**src/hw/rbc_consts.vh**
```
/*
  Constants of the reset and brown-out control block: register indices,
  field positions, reset values and timing counts.
  Assumes a 20 MHz main clock; the control block and the run counter include it.
*/
`ifndef RBC_CONSTS_VH
`define RBC_CONSTS_VH

// Clock
`define RBC_CLK_PERIOD_NS   50
`define RBC_CLK_MHZ         20

// Register indices; byte address is four times the index
`define RBC_IDX_CTRL_FLAGS  8'h86
`define RBC_IDX_WARN_STATUS 8'h8F
`define RBC_ADDR_W          10

// Control and reset-flag register fields
`define RBC_BIT_POWER_ON    7
`define RBC_BIT_PIN         6
`define RBC_BIT_WATCHDOG    5
`define RBC_BIT_DEBUGGER    4
`define RBC_BIT_UNDERVOLT   3
`define RBC_BIT_DET_ENABLE  0
`define RBC_CTRL_RESET      8'h81
`define RBC_WARN_RESET      8'h00

// Timing: figures as given; cycle counts at 50 ns a clock, sized to the counter
`define RBC_PIN_FILTER_NS   8000
`define RBC_STOP_FILTER_NS  7000
`define RBC_STABLE_US       64000
`define RBC_PIN_FILTER_CYC  24'h0000A0
`define RBC_STOP_FILTER_CYC 24'h00008C
`define RBC_STABLE_CYC      24'h138800
`define RBC_INIT_CYC        24'h000005
`define RBC_CNT_W           24

// Reset vector
`define RBC_RESET_VECTOR    16'h0000

`endif

```
**src/hw/rbc_reset_brownout_control.v**
```verilog
/*
  Reset and brown-out control: filters the reset pin and the stop-level
  indication, sequences internal reset, stability wait and initialisation,
  gates the brown-out detector and records reset sources. Registers sit on
  an Avalon-MM slave with waitrequest. rst_n is the power-on reset; every
  other source resets the rest of the chip through systemResetN only.
  Every source, power-on and brown-out included, runs the full stability
  wait before the five initialisation clocks.
  All inputs are synchronous to clk.
*/
`timescale 1ns/1ps
`default_nettype none
`include "rbc_consts.vh"

module rbc_reset_brownout_control #(
  parameter [`RBC_CNT_W-1:0] STABLE_CYCLES = `RBC_STABLE_CYC
) (
  // Clock and power-on reset
  input  wire                   clk,
  input  wire                   rst_n,
  // Avalon-MM slave
  input  wire [`RBC_ADDR_W-1:0] avs_address,
  input  wire                   avs_read,
  input  wire                   avs_write,
  input  wire [3:0]             avs_byteenable,
  input  wire [31:0]            avs_writedata,
  output reg  [31:0]            avs_readdata,
  output reg                    avs_waitrequest,
  // Reset sources
  input  wire                   externalResetPinN,
  input  wire                   watchdogReset,
  input  wire                   debuggerReset,
  // Power management
  input  wire                   stopModeRequest,
  // Analog comparator outputs, high when supply is below the level
  input  wire                   stopLevelIndication,
  input  wire                   warnLevelOne,
  input  wire                   warnLevelTwo,
  input  wire                   warnLevelThree,
  input  wire                   warnLevelFour,
  // To the detector and the rest of the chip
  output reg                    detectorActive,
  output reg                    systemResetN,
  output reg                    initActive,
  output reg                    fetchEnable,
  output reg  [15:0]            fetchAddress,
  output reg                    brownoutMode
);

  localparam [`RBC_CNT_W-1:0] PIN_CYC  = `RBC_PIN_FILTER_CYC;
  localparam [`RBC_CNT_W-1:0] STOP_CYC = `RBC_STOP_FILTER_CYC;
  localparam [`RBC_CNT_W-1:0] INIT_CYC = `RBC_INIT_CYC;

  // Sequencer states
  localparam [2:0] ST_RUN      = 3'h0;
  localparam [2:0] ST_HOLD     = 3'h1;
  localparam [2:0] ST_STABLE   = 3'h2;
  localparam [2:0] ST_INIT     = 3'h3;
  localparam [2:0] ST_BROWNOUT = 3'h4;

  // Register address decode, shared by read and write paths
  function hitIndex;
    input [`RBC_ADDR_W-1:0] addr;
    input [7:0]             index;
    begin
      hitIndex = (addr == {index, 2'b00});
    end
  endfunction

  reg  [2:0]  state;
  reg  [2:0]  next_state;
  reg         detectorEnable;
  reg  [3:0]  warnLevels;
  wire        pinLowLong;
  wire        stopLevelFiltered;
  wire        stableDone;
  wire        initDone;
  wire        flagPowerOn;
  wire        flagPin;
  wire        flagWatchdog;
  wire        flagDebugger;
  wire        flagUndervolt;
  wire [7:0]  ctrlFlags;
  wire [7:0]  warnStatus;
  wire        busWrite;
  wire        ctrlWrite;
  wire        lowByteOn;
  reg         setPin;
  reg         setWatchdog;
  reg         setDebugger;
  reg         setUndervolt;

  // Reset pin noise canceller: a short low pulse never reaches the sequencer
  rbc_run_counter #(
    .LIMIT (PIN_CYC)
  ) pinFilter (
    .clk     (clk),
    .rst_n   (rst_n),
    .run     (~externalResetPinN),
    .reached (pinLowLong)
  );

  // Stop-level noise canceller; comparator is ignored while detector is off
  rbc_run_counter #(
    .LIMIT (STOP_CYC)
  ) stopFilter (
    .clk     (clk),
    .rst_n   (rst_n),
    .run     (stopLevelIndication & detectorActive),
    .reached (stopLevelFiltered)
  );

  // Stability interval after the reset source goes away
  rbc_run_counter #(
    .LIMIT (STABLE_CYCLES)
  ) stableTimer (
    .clk     (clk),
    .rst_n   (rst_n),
    .run     (state == ST_STABLE),
    .reached (stableDone)
  );

  // Initialisation interval after internal reset release; the state moves one
  // clock after reached rises, so one less gives exactly five clocks in INIT
  rbc_run_counter #(
    .LIMIT (INIT_CYC - 24'h000001)
  ) initTimer (
    .clk     (clk),
    .rst_n   (rst_n),
    .run     (state == ST_INIT),
    .reached (initDone)
  );

  // Sequencer next state
  always @* begin
    next_state   = state;
    setPin       = 1'b0;
    setWatchdog  = 1'b0;
    setDebugger  = 1'b0;
    setUndervolt = 1'b0;
    case (state)
      ST_RUN: begin
        if (pinLowLong) begin
          next_state = ST_HOLD;
          setPin     = 1'b1;
        end else if (watchdogReset) begin
          next_state  = ST_HOLD;
          setWatchdog = 1'b1;
        end else if (debuggerReset) begin
          next_state  = ST_HOLD;
          setDebugger = 1'b1;
        end else if (stopLevelFiltered) begin
          next_state = ST_BROWNOUT;
        end
      end
      ST_HOLD: begin
        if (!pinLowLong) begin
          next_state = ST_STABLE;
        end
      end
      ST_STABLE, ST_INIT: begin
        if (pinLowLong) begin
          next_state = ST_HOLD;
          setPin     = 1'b1;
        end else if (state == ST_STABLE && stableDone) begin
          next_state = ST_INIT;
        end else if (state == ST_INIT && initDone) begin
          next_state = ST_RUN;
        end
      end
      ST_BROWNOUT: begin
        // A supply rise, or a write clearing the detector enable bit, ends brown-out mode
        if (!stopLevelFiltered) begin
          next_state   = ST_HOLD;
          setUndervolt = 1'b1;
        end
      end
      default: begin
        // An illegal code falls back to a held reset, never to run
        next_state = ST_HOLD;
      end
    endcase
  end

  // Power-on starts in the stability wait, as a released pin would
  always @(posedge clk or negedge rst_n) begin
    if (!rst_n) begin
      state <= ST_STABLE;
    end else begin
      state <= next_state;
    end
  end

  // Chip-facing outputs, all registered from the next state
  always @(posedge clk or negedge rst_n) begin
    if (!rst_n) begin
      systemResetN <= 1'b0;
      initActive   <= 1'b0;
      fetchEnable  <= 1'b0;
      fetchAddress <= `RBC_RESET_VECTOR;
      brownoutMode <= 1'b0;
    end else begin
      systemResetN <= (next_state == ST_INIT) || (next_state == ST_RUN) ||
                      (next_state == ST_BROWNOUT);
      initActive   <= (next_state == ST_INIT);
      fetchEnable  <= (next_state == ST_RUN);
      brownoutMode <= (next_state == ST_BROWNOUT);
      if (next_state == ST_INIT) begin
        fetchAddress <= `RBC_RESET_VECTOR;
      end
    end
  end

  // Detector power: enable bit, minus software stop; brown-out keeps it on
  // Trade-off: a drop during software stop goes unseen until stop ends
  always @(posedge clk or negedge rst_n) begin
    if (!rst_n) begin
      detectorActive <= 1'b1;
    end else begin
      detectorActive <= detectorEnable &&
                        (!stopModeRequest || next_state == ST_BROWNOUT);
    end
  end

  // Warning comparators sampled for software; no interrupt path exists
  // One flop of delay; the comparator levels are taken as synchronous
  always @(posedge clk or negedge rst_n) begin
    if (!rst_n) begin
      warnLevels <= 4'h0;
    end else begin
      warnLevels <= {warnLevelFour, warnLevelThree, warnLevelTwo, warnLevelOne};
    end
  end

  // Write takes effect on the edge where waitrequest is seen low
  assign busWrite  = avs_write && !avs_waitrequest;
  assign lowByteOn = avs_byteenable[0];
  assign ctrlWrite = busWrite && lowByteOn && hitIndex(avs_address, `RBC_IDX_CTRL_FLAGS);

  // Detector enable bit; only power-on reset restores it
  always @(posedge clk or negedge rst_n) begin
    if (!rst_n) begin
      detectorEnable <= 1'b1;
    end else if (ctrlWrite) begin
      detectorEnable <= avs_writedata[`RBC_BIT_DET_ENABLE];
    end
  end

  // Reset-source flags; writing 1 leaves a flag alone
  rbc_sticky_flag #(
    .RESET_VALUE (1'b1)
  ) powerOnFlag (
    .clk   (clk),
    .rst_n (rst_n),
    .set   (1'b0),
    .clear (ctrlWrite && !avs_writedata[`RBC_BIT_POWER_ON]),
    .flag  (flagPowerOn)
  );

  // Pin, watchdog and debugger flags set as the sequencer enters hold
  rbc_sticky_flag #(
    .RESET_VALUE (1'b0)
  ) pinFlag (
    .clk   (clk),
    .rst_n (rst_n),
    .set   (setPin),
    .clear (ctrlWrite && !avs_writedata[`RBC_BIT_PIN]),
    .flag  (flagPin)
  );

  rbc_sticky_flag #(
    .RESET_VALUE (1'b0)
  ) watchdogFlag (
    .clk   (clk),
    .rst_n (rst_n),
    .set   (setWatchdog),
    .clear (ctrlWrite && !avs_writedata[`RBC_BIT_WATCHDOG]),
    .flag  (flagWatchdog)
  );

  rbc_sticky_flag #(
    .RESET_VALUE (1'b0)
  ) debuggerFlag (
    .clk   (clk),
    .rst_n (rst_n),
    .set   (setDebugger),
    .clear (ctrlWrite && !avs_writedata[`RBC_BIT_DEBUGGER]),
    .flag  (flagDebugger)
  );

  // Brown-out flag is set on the way out of brown-out mode
  rbc_sticky_flag #(
    .RESET_VALUE (1'b0)
  ) undervoltFlag (
    .clk   (clk),
    .rst_n (rst_n),
    .set   (setUndervolt),
    .clear (ctrlWrite && !avs_writedata[`RBC_BIT_UNDERVOLT]),
    .flag  (flagUndervolt)
  );

  // Register images; unused bits read zero
  assign ctrlFlags  = {flagPowerOn, flagPin, flagWatchdog, flagDebugger,
                       flagUndervolt, 2'b00, detectorEnable};
  assign warnStatus = {4'h0, warnLevels};

  // Bus handshake: one wait cycle, then a single low cycle of waitrequest.
  // The extra cycle keeps readdata a flop output at a fixed latency.
  // Unmapped addresses are answered too, reading zero, so no access can hang.
  always @(posedge clk or negedge rst_n) begin
    if (!rst_n) begin
      avs_waitrequest <= 1'b1;
      avs_readdata    <= 32'h00000000;
    end else if ((avs_read || avs_write) && avs_waitrequest) begin
      avs_waitrequest <= 1'b0;
      if (avs_read && hitIndex(avs_address, `RBC_IDX_CTRL_FLAGS)) begin
        avs_readdata <= {24'h000000, ctrlFlags};
      end else if (avs_read && hitIndex(avs_address, `RBC_IDX_WARN_STATUS)) begin
        avs_readdata <= {24'h000000, warnStatus};
      end else begin
        avs_readdata <= 32'h00000000;
      end
    end else begin
      avs_waitrequest <= 1'b1;
    end
  end

endmodule
`default_nettype wire

```
**src/hw/rbc_run_counter.v**
```verilog
/*
  Run-length counter: output rises once the input has been high for LIMIT
  consecutive clocks and falls at once when the input drops.
  Serves as noise filter and as interval timer. Input is synchronous to clk.
*/
`timescale 1ns/1ps
`default_nettype none
`include "rbc_consts.vh"

module rbc_run_counter #(
  parameter [`RBC_CNT_W-1:0] LIMIT = 24'h000001
) (
  // Clock and reset
  input  wire                  clk,
  input  wire                  rst_n,
  // Level to measure
  input  wire                  run,
  // High once run has lasted LIMIT cycles
  output reg                   reached
);

  reg  [`RBC_CNT_W-1:0] count;

  // Count saturates at LIMIT so a long level cannot wrap around
  always @(posedge clk or negedge rst_n) begin
    if (!rst_n) begin
      count   <= 24'h000000;
      reached <= 1'b0;
    end else if (!run) begin
      count   <= 24'h000000;
      reached <= 1'b0;
    end else if (count < LIMIT) begin
      count   <= count + 24'h000001;
      reached <= (count == LIMIT - 24'h000001);
    end
  end

endmodule
`default_nettype wire

```
**src/hw/rbc_sticky_flag.v**
```verilog
/*
  One sticky event flag: set by hardware, cleared by software.
  Assumes set and clear are single-cycle and synchronous to clk.
*/
`timescale 1ns/1ps
`default_nettype none

module rbc_sticky_flag #(
  parameter RESET_VALUE = 1'b0
) (
  // Clock and reset
  input  wire clk,
  input  wire rst_n,
  // Event and software clear
  input  wire set,
  input  wire clear,
  // Stored flag
  output reg  flag
);

  // Set wins over a clear in the same cycle
  always @(posedge clk or negedge rst_n) begin
    if (!rst_n) begin
      flag <= RESET_VALUE;
    end else if (set) begin
      flag <= 1'b1;
    end else if (clear) begin
      flag <= 1'b0;
    end
  end

endmodule
`default_nettype wire

```
**config.mk**
```make
export PLATFORM = sky130hd
export DESIGN_NAME = rbc_reset_brownout_control
export DESIGN_NICKNAME = d
export VERILOG_FILES = /design/src/hw/rbc_reset_brownout_control.v /design/src/hw/rbc_run_counter.v /design/src/hw/rbc_sticky_flag.v
export VERILOG_INCLUDE_DIRS = /design/src /design/src/hw
export SDC_FILE = /design/constraint.sdc
export NUM_CORES = 1
export LEC_CHECK = 0
export CAP_MARGIN = 20
export CORE_ASPECT_RATIO = 0.75
export CORE_MARGIN = 5
export CORE_UTILIZATION = 45
export CTS_CLUSTER_SIZE = 25
export DETAILED_ROUTE_END_ITERATION = 12
export DONT_BUFFER_PORTS = 1
export PLACE_DENSITY = 0.65
export SYNTH_ARGS = -nofsm -noshare
export SYNTH_HDL_FRONTEND = slang
export SYNTH_SLANG_ARGS = --single-unit
```
**constraint.sdc**
```tcl
create_clock -name clk -period 1.6 [get_ports clk]
set_input_delay 0.32 -clock clk [delete_from_list [all_inputs] [get_ports clk]]
set_output_delay 0.32 -clock clk [all_outputs]
set_load 0.1 [all_outputs]
```
# After elaboration in Yosys (flattened, before gate mapping)
# Cells that the tools add are included.
[word_totals]
in_bits = 59
reg_bits = 151
elab_cells = 129
output_inout_bits = 54
[classes]
magnitude_cmp = 4
bitwise_logic = 1
muxes = 48
add_sub_neg = 4
reduce_logical = 34
eq_ne = 15
[op_table]
columns = ["op", "count"]
rows = [
  ["$mux W24", 8],
  ["$add A24 B1 Y24 const B", 4],
  ["$eq A24 B8 Y1 const B", 2],
  ["$lt A24 B8 Y1 const B", 2],
  ["$mux W1", 28],
  ["$mux W3", 9],
  ["$eq A24 B2 Y1 const B", 1],
  ["$eq A24 B21 Y1 const B", 1],
  ["$lt A24 B21 Y1 const B", 1],
  ["$lt A24 B3 Y1 const B", 1],
  ["$eq A10 B10 Y1 const B", 2],
  ["$logic_and A1 B1 Y1", 14],
  ["$pmux W3 S4", 1],
  ["$reduce_bool A2 Y1", 5],
  ["$eq A3 B2 Y1 const B", 3],
  ["$mux W8", 1],
  ["$logic_not A1 Y1", 7],
  ["$eq A3 B3 Y1 const B", 2],
  ["$logic_not A3 Y1", 2],
  ["$ne A2 B2 Y1 const B", 3],
  ["$logic_or A1 B1 Y1", 4],
  ["$mux W4", 1],
  ["$eq A3 B1 Y1 const B", 1],
  ["$reduce_or A3 Y1", 1],
  ["2 further kinds", 2],
]

# Logic depth before layout (Yosys ltp)
# Gate-level depths: netlist (run 1).
[logic_depth]
word_depth = 9
mapped_depth = 6
ltp_nobuf = 5

# Cells and area by module
# A second synthesis (run 1) with hierarchy kept.
[hier_totals]
cells_unflattened = 531
hier_area_um2 = 5733.0
[modules_own_cells]
columns = ["mod", "seq_area_each_um2", "instances", "cells_per_inst", "area_per_inst_um2"]
rows = [
  ["rbc_run_counter (stableTimer)", 625.6, 1, 134, 1275.0],
  ["rbc_reset_brownout_control", 555.5, 1, 128, 1263.7],
  ["rbc_run_counter (stopFilter)", 625.6, 1, 95, 1057.3],
  ["rbc_run_counter (pinFilter)", 625.6, 1, 91, 1037.2],
  ["rbc_run_counter (initTimer)", 625.6, 1, 68, 917.1],
  ["rbc_sticky_flag (debuggerFlag ...)", 25.0, 4, 3, 36.3],
  ["rbc_sticky_flag (powerOnFlag)", 26.3, 1, 3, 37.5],
]

# Least setup slack after synthesis (run 1)
# Ideal clock, no wire load.
[synth_path]
path_type = "register to register"
start = "register avs_waitrequest"
end = "register avs_readdata[0]"
synth_period_minus_slack_ns = 1.707
t_arrival_ns = 1.580
setup_time_ns = 0.127
required_ns = 1.473
stages_incl_launch_ff = 4
slack_ns = -0.107
n_path_buf = 0
cell_sequence = "dfstp_2 > o21ai_1 > a222oi_1 > inv_1"
[synth_between]
elab_chain_cells = 1
[synth_rtl]
columns = ["element", "line", "text"]
rows = [
  ["start, declared", "rbc_reset_brownout_control.v:28", "output reg avs_waitrequest,"],
  ["start signal, assigned", "rbc_reset_brownout_control.v:312", "avs_waitrequest <= 1'b1;"],
  ["start signal, assigned", "rbc_reset_brownout_control.v:315", "avs_waitrequest <= 1'b0;"],
  ["start signal, assigned", "rbc_reset_brownout_control.v:324", "avs_waitrequest <= 1'b1;"],
  ["$logic_and A1 B1 Y1", "rbc_reset_brownout_control.v:314", "end else if ((avs_read || avs_write) && avs_waitrequest) begin"],
  ["end signal, assigned", "rbc_reset_brownout_control.v:317", "avs_readdata <= {24'h000000, ctrlFlags};"],
  ["end signal, assigned", "rbc_reset_brownout_control.v:319", "avs_readdata <= {24'h000000, warnStatus};"],
  ["end, declared", "rbc_reset_brownout_control.v:27", "output reg [31:0] avs_readdata,"],
]
# No other way between the ends.
# A chain may end at the register's enable or synchronous reset.

# Worst setup path in the final report (run 1)
[layout_path]
start = "register stableTimer.count[14]"
end = "register stableTimer.count[14]"
[layout_between]
elab_chain_cells = 3
elab_cells_between_ends = 5
classes_between = "add/sub: 1; order compare: 1; eq/ne: 1; mux: 2"
[layout_rtl]
columns = ["element", "line", "text"]
rows = [
  ["start, declared", "rbc_run_counter.v:22", "reg [`RBC_CNT_W-1:0] count;"],
  ["start signal, assigned", "rbc_run_counter.v:33", "count <= count + 24'h000001;"],
  ["$add A24 B1 Y24", "rbc_run_counter.v:33", ""],
  ["$mux W24", "rbc_run_counter.v:32", "end else if (count < LIMIT) begin"],
  ["$mux W24", "rbc_run_counter.v:29", "end else if (!run) begin"],
]
# Parallel ways exist; a longest one is shown, timed or not. The select of a mux whose other input is x is not followed.

==> metrics.cfg, run 1 <==
[setup_path]
worstPathRequired_ns = 1.89
critPathKind = flop to flop
crit_path_start_kind = flop
cp.arrival_ns = 2.09
cp_common_cell = buf_6
timing.critical_path.slowest_cell_delay_ns = 0.42
cp_slowest_cell = dfrtp_1
crit_path_end_kind = flop
path_cells = nor4_4, buf_4, buf_6, o2111ai_4, buf_6, nor3_4, xnor2_1, nor2_1
crit_fanout = 6

[sta]
fin_skew_ns = 0.00817
finalHoldViolCount = 127
finalCritPeriodShare_pct = 112
min_period_ns = 1.80
slew_headroom_pct = 40.4
maxSlewViolCount = 0
rsz0062_at_grt = yes
finalSetupViolCount = 32
finalSetupTns_ns = -2.13
fmax_ghz = 0.556
layout_setup_ws_ns = -0.198
whs_ns = -0.401
tightest_slew_ns = 0.891

[clocking]
clk_latency_ns = 0.41
cts_tree = done
cts_buffers = 17
cts-root-buf = clkbuf_16
cts.sinks = 127
clkSlewWorstSetupHoldPaths_ns = 0.06
htree_levels = 4
max-clock-path-buffers = 2
hold_buffers = 5

[place]
dpl.hpwl_microns = 7110
portBuffers = 0
dp_worst_setup_slack_ns = -0.162
place_inst = 695
globalplace.congestion = 0.864

[floorplan]
design.die.area_sq_um = 14800
fp.dieH_microns = 106
start_util_pct = 45.7
die_w_microns = 139
rows = 35
io_pins = 113
core-area_sq_um = 12200

[pwr]
power.density_nw_per_um2 = 1240
cellLeakagePower_nw = 3.44
power_w = 0.00888
ir_drop_uv = 843

[finish]
fillers = 938
area_growth_pct = 28.3
regArea_sq_um = 3190
drive_gt1_share_pct = 27.0
antenna_cells = 0
nets = 635
multiInputGateArea_sq_um = 2490
fin_cells = 751

[global_routing]
grt_pass1_vias = 3808
grt_pass1_wl_microns = 19000
overflow = 0
grt_max_degree = 128
grt_usage_pct = 15.9
antenna_found_initial = 0

[route]
met2WireLength_microns = 5300
viasPerCell = 5.08
vias = 3816
detail_route.wl_per_cell_microns = 15.4
postRouteAntennaNets = 0
firstDrtPassIters = 4
wl_microns = 11600
wl_met3_microns = 657
drt_iter0_markers = 145
met1Wirelength_microns = 5450
drcViolationCount = 0
routed.top_layer = met4

[outcome]
status = complete, but fails checks
violations = hold timing, setup timing

[logic_synthesis]
ys_warn_count = 0
ys_seq_area_share_pct = 57.1
syn_area_sq_um = 5580
ys.flop_type = dfrtp_1
synth_edf_count = 0
syn_inst = 498
synth.avg_cell_area_sq_um = 11.2
postSynth.asyncResetShare_pct = 100
synth_cell_types = 58
ys_ff_latch = 127

[worst_hold_path]
hold_class = primary input to async pin

[run]
max_cap_viol_count = 0

## final timing paths
kind                                        from               endpoint  slack, ns  depth (start not counted)
max                        stableTimer.count[14]  stableTimer.count[14]      -0.20                          8
min                                        rst_n    stopFilter.count[3]      -0.40                          0
max reg2reg                stableTimer.count[14]  stableTimer.count[14]      -0.20                          8
min reg2reg                        warnLevels[0]        avs_readdata[0]       0.46                          2
max in group asynchronous                  rst_n       powerOnFlag.flag       1.73                          0
min in group clk                avs_writedata[7]       powerOnFlag.flag       0.05                          1
## kinds of logic (layout without fill, tap and decap cells)
group | Yosys count | in the layout | share of synthesized area, %
mux | 6 | 6 | 1.12
other cells | 1 | 40 | 0.0672
buf+inv | 65 | 113 | 7.20
compound gates | 54 | 54 | 7.00
simple gates | 215 | 215 | 22.6
xor+xnor | 26 | 26 | 4.08
flops | 127 | 127 | 57.1
fa+ha+maj | 4 | 4 | 0.897
## sequential cells by signal, indices dropped and copies added (netlist names), 3 cells and up
signal and cells:
warnLevels 4, pinFilter.count 24, avs_readdata 8, initTimer.count 24, state 3, stopFilter.count 24
stableTimer.count 24
## power breakdown
group / leakage (nW) / internal, W / switching (W)
clock network: 0.287 / 0.00247 / 0.00146
logic: 1.43 / 0.000378 / 0.00111
registers: 1.72 / 0.00336 / 0.000108
total: 3.44 / 0.00621 / 0.00268
## critical path, delay by kind of cell (launching register included)
family	cells	cell delay, ns
xor+xnor	1	0.16
buf+inv	3	0.46
flops	1	0.42
simple gates	3	0.45
compound gates	1	0.18
## cells in the final DEF (no fill, tap or decap), types with 4 or more instances in the layout
cell	netlist	final
and3_1	20	20
buf_4	40	53
buf_6	1	7
dlygate4sd3_1	0	5
inv_1	12	12
nor3_1	14	4
ha_1	4	4
nor2b_1	17	17
nor4_4	2	10
nand2_1	27	27
a21oi_1	11	9
nand4_1	9	9
nor2_1	46	43
xnor2_1	25	23
nor4_2	7	4
a22o_1	6	6
nand3_1	14	14
conb_1	1	40
and2_1	23	23
clkbuf_16	0	18
nor3_4	1	11
nor3_2	5	5
inv_6	0	4
clkinvlp_4	0	4
o21ai_0	14	13
nor4_1	9	4
dfrtp_1	122	122
or3_1	5	4
## Yosys cell counts (2+ instances only)
library cell / instances / area [sq um]
a31oi_1: 4 / 25.0
nor4b_1: 2 / 17.5
a22o_1: 6 / 52.6
o21a_1: 2 / 15.0
o211a_1: 2 / 20.0
dfstp_2: 5 / 131
nor4_4: 2 / 42.5
nand2_1: 27 / 101
nand4_1: 9 / 56.3
clkbuf_1: 12 / 45.0
xnor2_1: 25 / 219
nor2_2: 2 / 12.5
nand3_1: 14 / 70.1
and4_1: 2 / 17.5
and3_1: 20 / 125
mux2_1: 2 / 22.5
inv_1: 12 / 45.0
buf_4: 40 / 300
nor2_1: 46 / 173
a21oi_1: 11 / 55.1
dfrtp_1: 122 / 3050
nor2b_1: 17 / 106
nand4b_1: 2 / 17.5
or3_1: 5 / 31.3
o21ai_0: 14 / 70.1
and2_1: 23 / 144
nor3_1: 14 / 70.1
ha_1: 4 / 50.1
a222oi_1: 2 / 20.0
mux2i_1: 4 / 40.0
nor4_1: 9 / 56.3
nor3_2: 5 / 50.1
nor4_2: 7 / 87.6
## final cells by class
type	instances	share of cell area, %
multi-input cells	345	34.8
flip-flops and latches	127	44.6
well taps	166	2.90
repair buffers	69	8.48
inverters	12	0.629
clock buffers	17	5.94
clock inverters	15	2.60
## metal layers
metal / vias up / GRT usage [%]
met5: - / 0
met4: 0 / 4.80
met3: 17 / 5.85
met2: 95 / 23.4
met1: 1890 / 22.2
li1: 1814 / -
## timing repair
item | 4_1_cts | 5_1_grt
setup buffers | 12 | 6
pin swaps | 23 | 31
setup endpoints to repair | 36 | 46
gates resized for setup | 25 | 42
endpoints found under the hold margin | 155 | 127
cloned | 1 | 0
## per-stage QoR
stage / util (%) / area, sq um
after floorplan: - / 5750
after global placement: 48.8 / 5970
after detailed placement: 48.8 / 5970
after CTS: 56.4 / 6890
after global routing: 58.6 / 7160
final: 58.6 / 7160
Note: power is estimated with default switching activity, not from simulation.
==> run 2: changes to the inputs <==
==> constraint.sdc (replaced) <==
create_clock -name clk -period 1.6 [get_ports clk]
set_input_delay 0.24 -clock clk [delete_from_list [all_inputs] [get_ports clk]]
set_output_delay 0.24 -clock clk [all_outputs]
set_load 0.1 [all_outputs]
==> run 2 against run 1 <==
  * The run still ends with hold timing, setup timing left
  * Largest cell class unchanged
  * Register-to-register slack improved by 0.11 ns
  * Utilization decreased by 0.092 points
  * Final cell count increased by 0.53%
==> metrics.cfg, run 2 (synthesis results as in run 1) <==
[outcome]
status = complete, but fails checks
violations = hold timing, setup timing

[setup_path]
path_cells = nor4_4, buf_4, o211ai_4, nor4_2, xnor2_1, nor2_1
worst-r2r-setup-slack_ns = -0.09
worstPathRequired_ns = 1.89
crit_fanout = 6
timing.rr.end = stableTimer.count[10]
critPathKind = flop to flop
crit_cells = 6
worstReg2RegStart = stableTimer.count[11]
setup.worst_path.start = stableTimer.count[11]
endpoint = stableTimer.count[10]
critPathTopFamily = simple AND/OR/NAND/NOR gates
critical_path_buf_inv_count = 1
reg2regPathDepth = 6
cp_slowest_cell = dfrtp_1
timing.critical_path.slowest_cell_delay_ns = 0.40
crit_path_start_kind = flop
crit_path_end_kind = flop
cp.arrival_ns = 1.98

[place]
portBuffers = 0
dpl.hpwl_microns = 7150
dp_worst_setup_slack_ns = -0.141
globalplace.congestion = 0.827

[global_routing]
grt_usage_pct = 16.4
overflow = 0
antenna_found_initial = 0
grt_pass1_vias = 3912
grt_max_degree = 128
grt_pass1_wl_microns = 19500

[sta]
maxSlewViolCount = 0
tightest_slew_ns = 0.868
layout_setup_ws_ns = -0.0890
fmax_ghz = 0.592
fin_skew_ns = 0.00832
whs_ns = -0.470
slew_headroom_pct = 41.9
finalCritPeriodShare_pct = 106
rsz0062_at_grt = yes
min_period_ns = 1.69
finalHoldViolCount = 127
finalSetupViolCount = 13

[floorplan]
rows = 35
fp.dieH_microns = 106
start_util_pct = 45.7
io_pins = 113
core-area_sq_um = 12200
design.die.area_sq_um = 14800
die_w_microns = 139

[route]
viasPerCell = 5.09
wl_microns = 11900
firstDrtPassIters = 4
vias = 3843
detail_route.wl_per_cell_microns = 15.7
drcViolationCount = 0
drt_iter0_markers = 207
postRouteAntennaNets = 0

[clocking]
max-clock-path-buffers = 2
cts_buffers = 17
clkSlewWorstSetupHoldPaths_ns = 0.06
cts.sinks = 127
htree_levels = 4
cts_tree = done
cts-root-buf = clkbuf_16
clk_latency_ns = 0.41

[finish]
drive_gt1_share_pct = 25.6
final_core_util_pct = 58.5
final_common_cell = dfrtp_1
regArea_sq_um = 3190
final_cell_mix = dfrtp_1, buf_4, nor2_1, conb_1, nand2_1
multiInputGateArea_sq_um = 2480
area_growth_pct = 28.0
nets = 639
antenna_cells = 0
fillers = 962

[pwr]
cellLeakagePower_nw = 3.42
power.density_nw_per_um2 = 1230
ir_drop_uv = 712

[run]
max_cap_viol_count = 0

[worst_hold_path]
hold_class = primary input to async pin

==> run 2: changes by cell type in the layout (fill, tap and decap cells not counted), sizes merged <==
| cell | delta |
|---|---|
| dlygate4sd3 | +7 |
| clkbuf | +5 |
| inv | -4 |
| buf | -2 |
| clkinv | -2 |
==> run 2: worst register-to-register path, cell delays in order, from the launching register on <==
cell      delay [ns]
dfrtp_1         0.40
nor4_4          0.31
buf_4           0.19
o211ai_4        0.13
nor4_2          0.32
xnor2_1         0.16
nor2_1          0.05
==> run 2: how the worst min path moves through the flow <==
stage,end,slack (ns),cells past startpoint
4_1_cts,pinFilter.count[10],-0.49,0
5_1_grt,pinFilter.count[10],-0.50,0
6_report,pinFilter.count[10],-0.47,0
3_3_place_gp,pinFilter.count[13],-0.05,0
3_5_place_dp,pinFilter.count[10],-0.05,0
2_1_floorplan,avs_readdata[0],-0.06,0
==> run 2: power by group <==
part	switching [W]	total [W]	internal, W
Sequential	0.000108	0.00347	0.00336
Combinational	0.00109	0.00144	0.000354
Clock	0.00137	0.00390	0.00253
==> run 2: what timing repair did <==
action	4_1_cts	5_1_grt
gates cloned	0	0
endpoints found under the setup margin	32	42
hold buffers	10	2
resized for setup	24	42
pin swaps	19	29
hold endpoints to repair	172	130
setup buffers	8	5
==> run 2: metrics by stage <==
stage | total power [W] | instances | instance area (sq um) | setup TNS, ns
6_report | 0.00881 | 755 | 7150 | -0.531
3_3_place_gp | 0.00481 | 698 | 5960 | -1.52
3_5_place_dp | 0.00484 | 698 | 5960 | -2.36
2_1_floorplan | 0.00466 | 537 | 5750 | -0.0434
5_1_grt | 0.00916 | 755 | 7150 | -2.63
4_1_cts | 0.00884 | 748 | 6860 | -0.758
==> run 2: cell type report <==
| class | count | share of cell area (%) |
|---|---|---|
| sequential | 127 | 44.7 |
| tap | 166 | 2.91 |
| multi-input combinational | 345 | 34.8 |
| clock inverter | 9 | 1.87 |
| inverter | 12 | 0.630 |
| timing repair buffer | 73 | 8.61 |
| clock buffer | 23 | 6.55 |
==> run 2: per-layer routing <==
layer | GRT usage, % | up-vias | share of wire [%]
li1 | - | 1812 | -
met1 | 22.5 | 1923 | 47
met2 | 25.1 | 98 | 48
met3 | 5.26 | 10 | 5.1
met4 | 4.44 | 0 | 0.78
met5 | 0 | - | 0
